==> config.mk <==
export PLATFORM = sky130hd
export DESIGN_NAME = dbg_access_ctrl
export DESIGN_NICKNAME = d
export VERILOG_FILES = /design/src/dbg_access_pkg.sv /design/src/dbg_link_if.sv /design/src/dbg_access_ctrl.sv /design/src/dbg_link_front.sv
export VERILOG_INCLUDE_DIRS = /design/src /design/src/src
export SDC_FILE = /design/constraint.sdc
export NUM_CORES = 1
export LEC_CHECK = 0
export BUFFER_PORTS_ARGS = -buffer_cell sky130_fd_sc_hd__clkbuf_2
export CORE_ASPECT_RATIO = 1.5
export CORE_UTILIZATION = 45
export CTS_BUF_LIST = sky130_fd_sc_hd__clkbuf_8
export CTS_CLUSTER_DIAMETER = 100
export DETAILED_ROUTE_END_ITERATION = 7
export PLACE_DENSITY = 0.8
export REMOVE_ABC_BUFFERS = 1
export SYNTH_ARGS = -nofsm -noshare
export SYNTH_HDL_FRONTEND = slang
export SYNTH_SLANG_ARGS = --single-unit
==> constraint.sdc <==
create_clock -name clk_sys -period 2.5 [get_ports clk_sys]
set_clock_uncertainty 0.1 [all_clocks]
set_input_delay 0.125 -clock clk_sys [delete_from_list [all_inputs] [get_ports clk_sys]]
set_output_delay 0.125 -clock clk_sys [all_outputs]
set_load 0.02 [all_outputs]
==> src/dbg_access_map.svh <==
/*
 Register offsets, field positions, lock key and link idle count for the debug access control block.
 Assumes inclusion by bare name from design and bench files.
*/
`ifndef DBG_ACCESS_MAP_SVH
`define DBG_ACCESS_MAP_SVH
`define SYSCTRL_OFS 4'h0
`define LOCKCTRL_OFS 4'h4
`define STATUS_OFS 4'h8
`define SYSCTRL_DIS_BIT 0
`define SYSCTRL_ALT_BIT 1
`define LOCK_ONCE_BIT 0
`define LOCK_UNLOCK_BIT 1
`define LOCK_PERM_BIT 2
`define LOCK_KEY_MSB 15
`define LOCK_KEY_LSB 8
`define LOCK_KEY_VAL 8'hA5
`define ST_ENA_BIT 0
`define ST_LOCK_BIT 1
`define ST_USED_BIT 2
`define ST_PERM_BIT 3
`define ST_ALT_BIT 4
`define ST_ACT_BIT 5
`define LINK_IDLE_CNT 6'h3F
`endif

==> src/dbg_access_pkg.sv <==
/*
 Types shared by the debug access control modules.
 Assumes nothing beyond a SystemVerilog compiler.
*/
`default_nettype none
package dbg_access_pkg;
   typedef enum logic [2:0] {
      LK_OPEN = 3'h1,
      LK_LOCKED = 3'h2,
      LK_PERM = 3'h4
   } lock_state_t;
endpackage
`default_nettype wire

==> src/dbg_link_if.sv <==
/*
 Interface between the access controller and the link front end.
 Assumes both ends run on clk_sys.
*/
`default_nettype none
interface dbg_link_if;
   logic allow;
   logic clk_rise;
   logic data_in;
   logic active;
   modport ctrl (output allow, input clk_rise, input data_in, input active);
   modport front (input allow, output clk_rise, output data_in, output active);
endinterface
`default_nettype wire

==> src/dbg_access_ctrl.sv <==
/*
 Debug port access control: disable bit, lock options, pin pair routing.
 Assumes por_reset asserted with reset at power-on; other resets drive reset only.
*/
`default_nettype none
`include "dbg_access_map.svh"

// Function
// - Debugger link: debugger clock line plus bidirectional data line.
// - Debug port enabled after every power-on reset.
// - Writing 1 to disable bit turns the debug port off.
// - Disable bit clears only on power-on reset; other resets keep it.
// - Reversible lock applies once; never relockable after unlock; power-on reset here clears the used flag and allows it again.
// - Permanent lock: no way back to unlocked; power-on reset here returns it to open.
// - Primary pair pin0 data, pin1 clock, function 1, default.
// - Default pins work after power-on without alternate function setup.
// - Only one pin pair routed to debug port at once.
module dbg_access_ctrl
   import dbg_access_pkg::*;
(
   input wire logic clk_sys,
   input wire logic reset,
   input wire logic por_reset,
   input wire logic [3:0] addr,
   input wire logic [31:0] wdata,
   input wire logic wr_stb,
   input wire logic rd_stb,
   output logic [31:0] rdata,
   input wire logic pri_clk_pin,
   input wire logic pri_dat_pin_in,
   output logic pri_dat_pin_out,
   output logic pri_dat_pin_oe,
   input wire logic alt_debug_clock_pin,
   input wire logic alt_debug_data_pin_in,
   output logic alt_debug_data_pin_out,
   output logic alt_debug_data_pin_oe,
   input wire logic dap_dat_out,
   input wire logic dap_dat_oe,
   output logic dap_clk_rise,
   output logic dap_dat_in,
   output logic dap_enable
);
   lock_state_t lock_r;
   logic dis_r;
   logic alt_sel_r;
   logic used_r;
   logic grant;
   logic sel_clk;
   logic sel_dat;
   logic key_ok;
   logic [1:0] pri_clk_sync_r;
   logic [1:0] pri_dat_sync_r;
   logic [1:0] alt_clk_sync_r;
   logic [1:0] alt_dat_sync_r;
   dbg_link_if lnk ();

   // ----------------------------------------
   // Register writes
   // ----------------------------------------
   assign key_ok = wdata[`LOCK_KEY_MSB:`LOCK_KEY_LSB] == `LOCK_KEY_VAL;

   always_ff @(posedge clk_sys or posedge por_reset) begin
      if (por_reset) begin
         dis_r <= 1'b0;
      end else if (wr_stb && addr == `SYSCTRL_OFS && wdata[`SYSCTRL_DIS_BIT]) begin
         dis_r <= 1'b1;
      end
   end

   always_ff @(posedge clk_sys or posedge reset) begin
      if (reset) begin
         alt_sel_r <= 1'b0;
      end else if (wr_stb && addr == `SYSCTRL_OFS) begin
         alt_sel_r <= wdata[`SYSCTRL_ALT_BIT];
      end
   end

   // Lock state survives every reset but power-on here; nonvolatile storage is outside
   always_ff @(posedge clk_sys or posedge por_reset) begin
      if (por_reset) begin
         lock_r <= LK_OPEN;
         used_r <= 1'b0;
      end else if (wr_stb && addr == `LOCKCTRL_OFS && key_ok) begin
         case (lock_r)
            LK_OPEN: begin
               if (wdata[`LOCK_PERM_BIT]) begin
                  lock_r <= LK_PERM;
               end else if (wdata[`LOCK_ONCE_BIT] && !used_r) begin
                  lock_r <= LK_LOCKED;
                  used_r <= 1'b1;
               end
            end
            LK_LOCKED: begin
               if (wdata[`LOCK_PERM_BIT]) begin
                  lock_r <= LK_PERM;
               end else if (wdata[`LOCK_UNLOCK_BIT]) begin
                  lock_r <= LK_OPEN;
               end
            end
            LK_PERM: begin
               lock_r <= LK_PERM;
            end
            default: begin
               lock_r <= LK_PERM;
            end
         endcase
      end
   end

   // ----------------------------------------
   // Register reads
   // ----------------------------------------
   always_ff @(posedge clk_sys or posedge reset) begin
      if (reset) begin
         rdata <= 32'h0000_0000;
      end else if (rd_stb) begin
         rdata <= 32'h0000_0000;
         case (addr)
            `SYSCTRL_OFS: begin
               rdata[`SYSCTRL_DIS_BIT] <= dis_r;
               rdata[`SYSCTRL_ALT_BIT] <= alt_sel_r;
            end
            `LOCKCTRL_OFS: begin
               rdata[`LOCK_ONCE_BIT] <= lock_r == LK_LOCKED;
               rdata[`LOCK_PERM_BIT] <= lock_r == LK_PERM;
            end
            `STATUS_OFS: begin
               rdata[`ST_ENA_BIT] <= grant;
               rdata[`ST_LOCK_BIT] <= lock_r != LK_OPEN;
               rdata[`ST_USED_BIT] <= used_r;
               rdata[`ST_PERM_BIT] <= lock_r == LK_PERM;
               rdata[`ST_ALT_BIT] <= alt_sel_r;
               rdata[`ST_ACT_BIT] <= lnk.active;
            end
            default: begin
               rdata <= 32'h0000_0000;
            end
         endcase
      end else begin
         rdata <= 32'h0000_0000;
      end
   end

   // ----------------------------------------
   // Pin routing and link gating
   // ----------------------------------------
   // Enabled unless disabled or locked
   assign grant = !dis_r && lock_r == LK_OPEN;
   // Pins are asynchronous: two flops before the pair select reads them
   always_ff @(posedge clk_sys or posedge reset) begin
      if (reset) begin
         pri_clk_sync_r <= 2'h0;
         pri_dat_sync_r <= 2'h0;
         alt_clk_sync_r <= 2'h0;
         alt_dat_sync_r <= 2'h0;
      end else begin
         pri_clk_sync_r <= {pri_clk_sync_r[0], pri_clk_pin};
         pri_dat_sync_r <= {pri_dat_sync_r[0], pri_dat_pin_in};
         alt_clk_sync_r <= {alt_clk_sync_r[0], alt_debug_clock_pin};
         alt_dat_sync_r <= {alt_dat_sync_r[0], alt_debug_data_pin_in};
      end
   end

   assign sel_clk = alt_sel_r ? alt_clk_sync_r[1] : pri_clk_sync_r[1];
   assign sel_dat = alt_sel_r ? alt_dat_sync_r[1] : pri_dat_sync_r[1];
   assign lnk.allow = grant;

   dbg_link_front u_front (
      .clk_sys(clk_sys),
      .reset(reset),
      .swclk(sel_clk),
      .swdio_in(sel_dat),
      .lnk(lnk.front)
   );

   // Gated link toward the debug core
   always_ff @(posedge clk_sys or posedge reset) begin
      if (reset) begin
         dap_clk_rise <= 1'b0;
         dap_dat_in <= 1'b0;
         dap_enable <= 1'b0;
      end else begin
         dap_clk_rise <= lnk.clk_rise && grant;
         dap_dat_in <= lnk.data_in && grant;
         dap_enable <= grant;
      end
   end

   // Primary pins drive with no function setup; alternate pins drive only when selected
   always_ff @(posedge clk_sys or posedge reset) begin
      if (reset) begin
         pri_dat_pin_out <= 1'b0;
         pri_dat_pin_oe <= 1'b0;
         alt_debug_data_pin_out <= 1'b0;
         alt_debug_data_pin_oe <= 1'b0;
      end else begin
         pri_dat_pin_out <= dap_dat_out;
         pri_dat_pin_oe <= dap_dat_oe && grant && !alt_sel_r;
         alt_debug_data_pin_out <= dap_dat_out;
         alt_debug_data_pin_oe <= dap_dat_oe && grant && alt_sel_r;
      end
   end

   // ----------------------------------------
   // Checks
   // ----------------------------------------
   a_perm_stays: assert property (@(posedge clk_sys) disable iff (por_reset)
      $past(lock_r) == LK_PERM |-> lock_r == LK_PERM) else $error("perm lock left");
   a_no_relock: assert property (@(posedge clk_sys) disable iff (por_reset)
      $past(lock_r) == LK_OPEN && $past(used_r) |-> lock_r != LK_LOCKED)
      else $error("relock after unlock");
   a_dis_sticky: assert property (@(posedge clk_sys) disable iff (por_reset)
      $past(dis_r) |-> dis_r) else $error("disable bit cleared");
   a_dis_sets: assert property (@(posedge clk_sys) disable iff (por_reset)
      wr_stb && addr == `SYSCTRL_OFS && wdata[`SYSCTRL_DIS_BIT] |=> dis_r && !grant)
      else $error("disable write ignored");
   a_gate_rise: assert property (@(posedge clk_sys) disable iff (reset)
      !grant |=> !dap_clk_rise) else $error("edge passed while blocked");
   a_one_pair: assert property (@(posedge clk_sys) disable iff (reset)
      !(pri_dat_pin_oe && alt_debug_data_pin_oe)) else $error("both pairs drive");
   a_ena_follow: assert property (@(posedge clk_sys) disable iff (reset)
      !reset |=> dap_enable == $past(grant)) else $error("enable lags wrong");
   a_rise_path: assert property (@(posedge clk_sys) disable iff (reset)
      grant && lnk.clk_rise ##1 grant |-> dap_clk_rise) else $error("edge lost");
   a_primary_oe: assert property (@(posedge clk_sys) disable iff (reset)
      grant && !alt_sel_r && dap_dat_oe ##1 grant && !alt_sel_r |-> pri_dat_pin_oe)
      else $error("primary not driven");
endmodule // dbg_access_ctrl
`default_nettype wire

==> src/dbg_link_front.sv <==
/*
 Samples a debugger link clock and data pin pair, finds clock rising edges.
 Assumes pins are asynchronous to clk_sys; clk well below clk_sys/4.
*/
`default_nettype none
`include "dbg_access_map.svh"
module dbg_link_front (
   input wire logic clk_sys,
   input wire logic reset,
   input wire logic swclk,
   input wire logic swdio_in,
   dbg_link_if.front lnk
);
   logic [1:0] clk_sync_r;
   logic [1:0] dat_sync_r;
   logic clk_prev_r;
   logic [5:0] idle_cnt_r;

   always_ff @(posedge clk_sys or posedge reset) begin
      if (reset) begin
         clk_sync_r <= 2'h0;
         dat_sync_r <= 2'h0;
      end else begin
         clk_sync_r <= {clk_sync_r[0], swclk};
         dat_sync_r <= {dat_sync_r[0], swdio_in};
      end
   end

   always_ff @(posedge clk_sys or posedge reset) begin
      if (reset) begin
         clk_prev_r <= 1'b0;
      end else begin
         clk_prev_r <= clk_sync_r[1];
      end
   end

   // Activity lasts a while after the last clock edge seen while allowed
   always_ff @(posedge clk_sys or posedge reset) begin
      if (reset) begin
         idle_cnt_r <= 6'h00;
      end else if (lnk.clk_rise && lnk.allow) begin
         idle_cnt_r <= `LINK_IDLE_CNT;
      end else if (idle_cnt_r != 6'h00) begin
         idle_cnt_r <= idle_cnt_r - 6'h01;
      end
   end

   assign lnk.clk_rise = clk_sync_r[1] & ~clk_prev_r;
   assign lnk.data_in = dat_sync_r[1];
   assign lnk.active = idle_cnt_r != 6'h00;
endmodule // dbg_link_front
`default_nettype wire

==> run summary, run 1 <==
H-tree depth - 2
maximum clock path buffer count - 2
Clk pwr share - 0.321
final hold vios - 0
YS warnings - 0
Post-Syn Area per Cell - 11.6 sq um
die area - 0.00390 sq mm
final setup TNS - 0 ps
Critical Path, Cell by Cell - inv_1, ha_1, or3b_1, o31ai_1, xor2_1, nand2_1
Cell Area, Synth - 0.00164 sq mm
Layout area overhead - 20.9%
Antenna Cells - 0
kind of critical path - flip-flop to flip-flop
final core utilization - 0.575
CTS Buf Count - 5
most frequent cells in the layout - 38 x clkbuf_2, 36 x dfrtp_1, 26 x conb_1
WP data required - 2560 ps
internal power - 0.925 mW
register area share after synthesis - 0.565
post-CTS sizing - 0
final worst slack - 631 ps
fillers - 317
Largest delay share family, worst path - simple AND/OR/NAND/NOR gates
Max Freq - 535 MHz
Hold Path Stages - 2
Overall Power - 1.24 mW
Flop pwr share - 0.531
Inst Count DP - 219
Overflow after GRT - 0
die width - 51.3 um
# DRC - 0
WP buf/inv - 1
Crit. Startpoint - u_front.idle_cnt_r[0]
largest net degree at the start of global routing - 33
row cnt - 26
Setup crit end kind - flip-flop
CTS clk-pin slew, worst paths - 60 ps
core area - 0.00345 sq mm
ANT nets after route - 0
VDD IR max - 0.000555 V
design area - 0.00198 sq mm
post-route minimum period - 1870 ps
1st-iter DRT viols - 10
Sink Count - 37
vias in the first global route - 1155
Crit Reg-Reg Endpoint - u_front.idle_cnt_r[3]
Post-DP HPWL - 1860 um
Post-CTS Repair Setup Buffers - 0
crit path max fanout - 4
Synth async-reset ratio - 1.00
Net Sw Frac - 0.256
hold slack - 27.3 ps
height of the die - 76.0 um
pre-CTS worst setup slack - 627 ps
Pleak - 1.04 nW
initial core utilization - 0.476
startpoint types - flip-flop
worst r2r src - u_front.idle_cnt_r[0]
Data arrival, critical path - 1930 ps
Slew Limit Fails - 0
RePlAce Congestion - 0.809
Net count, final - 244
Total GRT Usage - 0.162
ranking of synthesized cells by area - dfrtp_1 55%, buf_4 12%, nor4b_4 2.9%
Top FF cell, synth - dfrtp_1
final setup vio count - 0
hold crit path type - input port to flip-flop
RSZ-0062 raised after global routing - false
post-synth top area share - 0.549
total number of vias - 1134
Gate power share - 0.148
hold path start - wdata[1]
drt total wl - 2600 um
cell taking the most area after synthesis - dfrtp_1
clk_lat worst skew - 280 ps
total iterations of the first detailed-routing run - 4
number of I/O port buffers - 38
first-pass GRT wire length - 4640 um
commonest non-fill, non-tap cell in the layout - clkbuf_2
post-DR wirelength/cell - 10.9 um
fin crit share - 0.748
initial antenna violation count - 0
Finished Layout Cells - 238
worst hold endpoint - alt_sel_r
Synth Instances - 141
clock root buffer - clkbuf_8
worst reg-to-reg path cell count - 6
P_sw - 0.318 mW
count of cell types in the netlist - 39
dpl cell area - 0.00178 sq mm
number of flops mapped to enable cells by yosys - 0
Vias per Instance - 4.76
max cap viols - 0
FF+latch count, synth - 37
I/O Pins - 86
status - finished, final reports clean
Max stage delay cell, worst path - or3b_1
CP peak stage delay - 440 ps
# hold bufs at CTS - 12
pwr/cell area - 626 mW/mm^2
setup slack, reg-to-reg - 630 ps
CTS tree - yes
share of cells above drive strength 1 - 0.270
[power by group through the flow]
stage	registers (mW)	logic (mW)	clock network, mW
global placement	0.669	0.168	0
global route	0.665	0.207	0.438
CTS	0.660	0.187	0.421
floorplan	0.669	0.122	0
detailed placement	0.672	0.173	0
finish	0.660	0.184	0.399
[cells in the mapped netlist (2+ instances only)]
cell type,count
dfrtp_1,36
buf_4,27
inv_1,10
nand2_1,7
nor2_1,7
o21ai_0,5
mux2_2,3
nand3_1,3
nand3b_1,3
or4_1,3
nand2b_1,2
nor3_1,2
nor3_2,2
nor3b_1,2
nor4b_4,2
o211ai_1,2
o21bai_1,2
o31ai_1,2
[worst max-delay path by stage]
stage / endpoint / slack, ps / cells past startpoint
after floorplan: u_front.idle_cnt_r[3] / 790 / 6
after global placement: u_front.idle_cnt_r[0] / 640 / 6
after detailed placement: u_front.idle_cnt_r[3] / 630 / 6
after CTS: u_front.idle_cnt_r[3] / 620 / 6
after global routing: u_front.idle_cnt_r[3] / 480 / 6
final: u_front.idle_cnt_r[3] / 630 / 6
[area by class of cell]
cell class	instances	area, sq um	share of cell area
Multi-Input combinational cell	91	563	0.284
Inverter	10	37.5	0.0189
Sequential cell	37	927	0.467
Tap cell	42	52.6	0.0265
Clock buffer	6	82.6	0.0416
Clock inverter	1	3.75	0.00189
Timing Repair Buffer	51	318	0.160
[flip-flops by register name, indices dropped and copies added (netlist names)]
name                    count
u_front.idle_cnt_r          6
alt_clk_sync_r              2
u_front.dat_sync_r          2
pri_dat_sync_r              2
alt_debug_data_pin_oe       1
pri_dat_pin_oe              1
pri_clk_sync_r              2
u_front.clk_sync_r          2
dap_clk_rise                1
used_r                      1
dap_enable                  1
dis_r                       1
alt_sel_r                   1
u_front.clk_prev_r          1
alt_dat_sync_r              2
alt_debug_data_pin_out      1
rdata                       6
lock_r                      3
dap_dat_in                  1
[routing by layer]
layer | routed length [um] | GRT usage
met2 | 1370 | 0.271
met3 | 140 | 0.0439
met1 | 990 | 0.166
met4 | 97 | 0.119
met5 | 0 | 0
[kinds of logic (layout without fill, tap and decap cells)]
logic type | count (synthesis) | count (layout) | share of synthesized area
and+or+nand+nor | 40 | 40 | 0.163
buffers and inverters | 38 | 68 | 0.149
DFF | 37 | 37 | 0.565
AOI/OAI and AO/OA | 19 | 19 | 0.0815
muxes | 3 | 3 | 0.0206
xor gates and xnor gates | 2 | 2 | 0.0107
adders and majority gates | 1 | 1 | 0.00762
other | 1 | 26 | 0.00228
No activity file was read; power rests on OpenSTA's default activity.
==> inputs of run 2 (changes only) <==
CORE_UTILIZATION = 42   (was 45)
PLACE_DENSITY = 0.78   (was 0.8)
clock period = 1.6 ns   (was 2.5 ns; I/O delays follow)
==> run summary, run 2 (synthesized netlist as in run 1, its figures left out) <==
status - complete, but fails checks
failing checks - negative setup slack
initial antenna violation count - 0 (unchanged)
CTS tree - yes
hold slack - 15.9 ps (-11.4 ps)
core area - 0.00372 sq mm (+7.8%)
most used cell, CP - or4_4
VDD IR max - 0.000829 V (+49%)
RePlAce Congestion - 0.729 (-9.9%)
height of the die - 78.6 um (+3.4%)
die width - 53.0 um (+3.4%)
Max Freq - 583 MHz (+9.0%)
H-tree depth - 2 (unchanged)
vias in the first global route - 1158 (+0.26%)
worst hold endpoint - rdata[1]
Post-DP HPWL - 1990 um (+6.8%)
largest net degree at the start of global routing - 33 (unchanged)
CP peak stage delay - 520 ps (+80 ps)
die area - 0.00417 sq mm (+6.9%)
Data arrival, critical path - 1840 ps (-90 ps)
final setup TNS - -314 ps (-314 ps)
most frequent cells in the layout - 38 x clkbuf_2, 36 x dfrtp_1, 26 x conb_1
share of cells above drive strength 1 - 0.356 (+0.0854)
worst reg-to-reg path cell count - 4 (-2)
total number of vias - 1168 (+3.0%)
# DRC - 0 (unchanged)
row cnt - 27 (+3.8%)
post-route minimum period - 1710 ps (-155 ps)
setup slack, reg-to-reg - -110 ps (-750 ps)
Hold Path Stages - 2 (unchanged)
Sink Count - 37 (unchanged)
drt total wl - 2840 um (+9.4%)
number of I/O port buffers - 38 (unchanged)
Antenna Cells - 0 (unchanged)
I/O Pins - 86 (unchanged)
Crit. Startpoint - u_front.idle_cnt_r[0]
clk_lat worst skew - 290 ps (about the same)
design area - 0.00214 sq mm (+7.9%)
dpl cell area - 0.00183 sq mm (+3.0%)
pwr/cell area - 966 mW/mm^2 (+54%)
hold crit path type - input port to flip-flop
first-pass GRT wire length - 4910 um (+5.6%)
clock root buffer - clkbuf_8
top flop regs - rdata: 6 flops, u_front.idle_cnt_r: 6 flops, lock_r: 3 flops
ANT nets after route - 0 (unchanged)
WP data required - 1730 ps (-830 ps)
maximum clock path buffer count - 2 (unchanged)
Critical Path, Cell by Cell - buf_6, or4_4, or4_4, nand3_2
CTS clk-pin slew, worst paths - 70 ps (about the same)
hold path start - addr[3]
final setup vio count - 5 (+5)
initial core utilization - 0.442 (-0.0343)
max cap viols - 0 (unchanged)
Pleak - 1.11 nW (+7.2%)
fin crit share - 1.07 (+0.324)
Overall Power - 2.07 mW (+67%)
CTS Buf Count - 5 (unchanged)
Setup crit end kind - flip-flop
kind of critical path - flip-flop to flip-flop
crit path max fanout - 2 (-2)
final worst slack - -115 ps (-745 ps)
Vias per Instance - 4.65 (-2.3%)
commonest non-fill, non-tap cell in the layout - clkbuf_2
1st-iter DRT viols - 26 (+16)
startpoint types - flip-flop
final core utilization - 0.576 (+0.000959)
Slew Limit Fails - 0 (unchanged)
Total GRT Usage - 0.165 (+0.00357)
RSZ-0062 raised after global routing - true
post-DR wirelength/cell - 11.3 um (+3.7%)
worst r2r src - u_front.idle_cnt_r[0]
final hold vios - 0 (unchanged)
Overflow after GRT - 0 (unchanged)
total iterations of the first detailed-routing run - 4 (unchanged)
Max stage delay cell, worst path - or4_4
Layout area overhead - 30.5%
Crit Reg-Reg Endpoint - u_front.idle_cnt_r[5]
Net count, final - 255 (+4.5%)
## run 2: changes by cell type in the layout (fill, tap and decap cells not counted), sizes merged
cell | previous run | this run
buf | 1 | 11
dlygate4sd3 | 12 | 13
inv | 11 | 12
## run 2: layout make-up
type	instances	area [sq um]
Sequential cell	37	927
Clock buffer	6	82.6
Tap cell	43	53.8
Clock inverter	2	7.51
Inverter	10	37.5
Fill cell	334	1570
Timing Repair Buffer	62	410
Multi-Input combinational cell	91	623
## run 2: worst max path at each step
stage / to / slack (ps) / depth (start not counted)
3_5_place_dp: u_front.idle_cnt_r[0] / -150 / 6
5_1_grt: u_front.idle_cnt_r[0] / -150 / 6
4_1_cts: u_front.idle_cnt_r[5] / -100 / 4
6_report: u_front.idle_cnt_r[5] / -110 / 4
2_1_floorplan: u_front.idle_cnt_r[3] / -110 / 6
3_3_place_gp: u_front.idle_cnt_r[0] / -150 / 6
## run 2: power breakdown
part           internal, mW  switching, mW
clock network         0.338          0.300
logic                 0.190          0.203
registers             0.994         0.0440
total                  1.52          0.548
## run 2: repair_timing
| action | CTS | global route |
|---|---|---|
| endpoints found under the hold margin | 49 | 0 |
| hold buffers | 13 | 0 |
| buffers inserted | 3 | 0 |
| endpoints found under the setup margin | 6 | 7 |
| gates resized for setup | 8 | 9 |
| pin swaps | 3 | 5 |
## run 2: worst max-delay path: cells and delay by family (launching register included)
family | cells | cell delay [ps]
flops | 1 | 400
simple gates | 3 | 1030
buf+inv | 1 | 130
## run 2: stage by stage
step | std cells | setup WS [ps]
global route | 251 | -154
finish | 251 | -115
detailed placement | 227 | -145
floorplan | 138 | -111
global placement | 227 | -147
CTS | 251 | -96.4
## run 2: metal layers
layer  share of wire  GRT usage  vias up  wire length (um)
li1                -          -      559                 -
met1            0.37      0.177      553              1050
met2            0.54      0.263       47              1540
met3           0.055     0.0484        9               156
met4           0.034      0.126        0                97
met5               0          0        -                 0
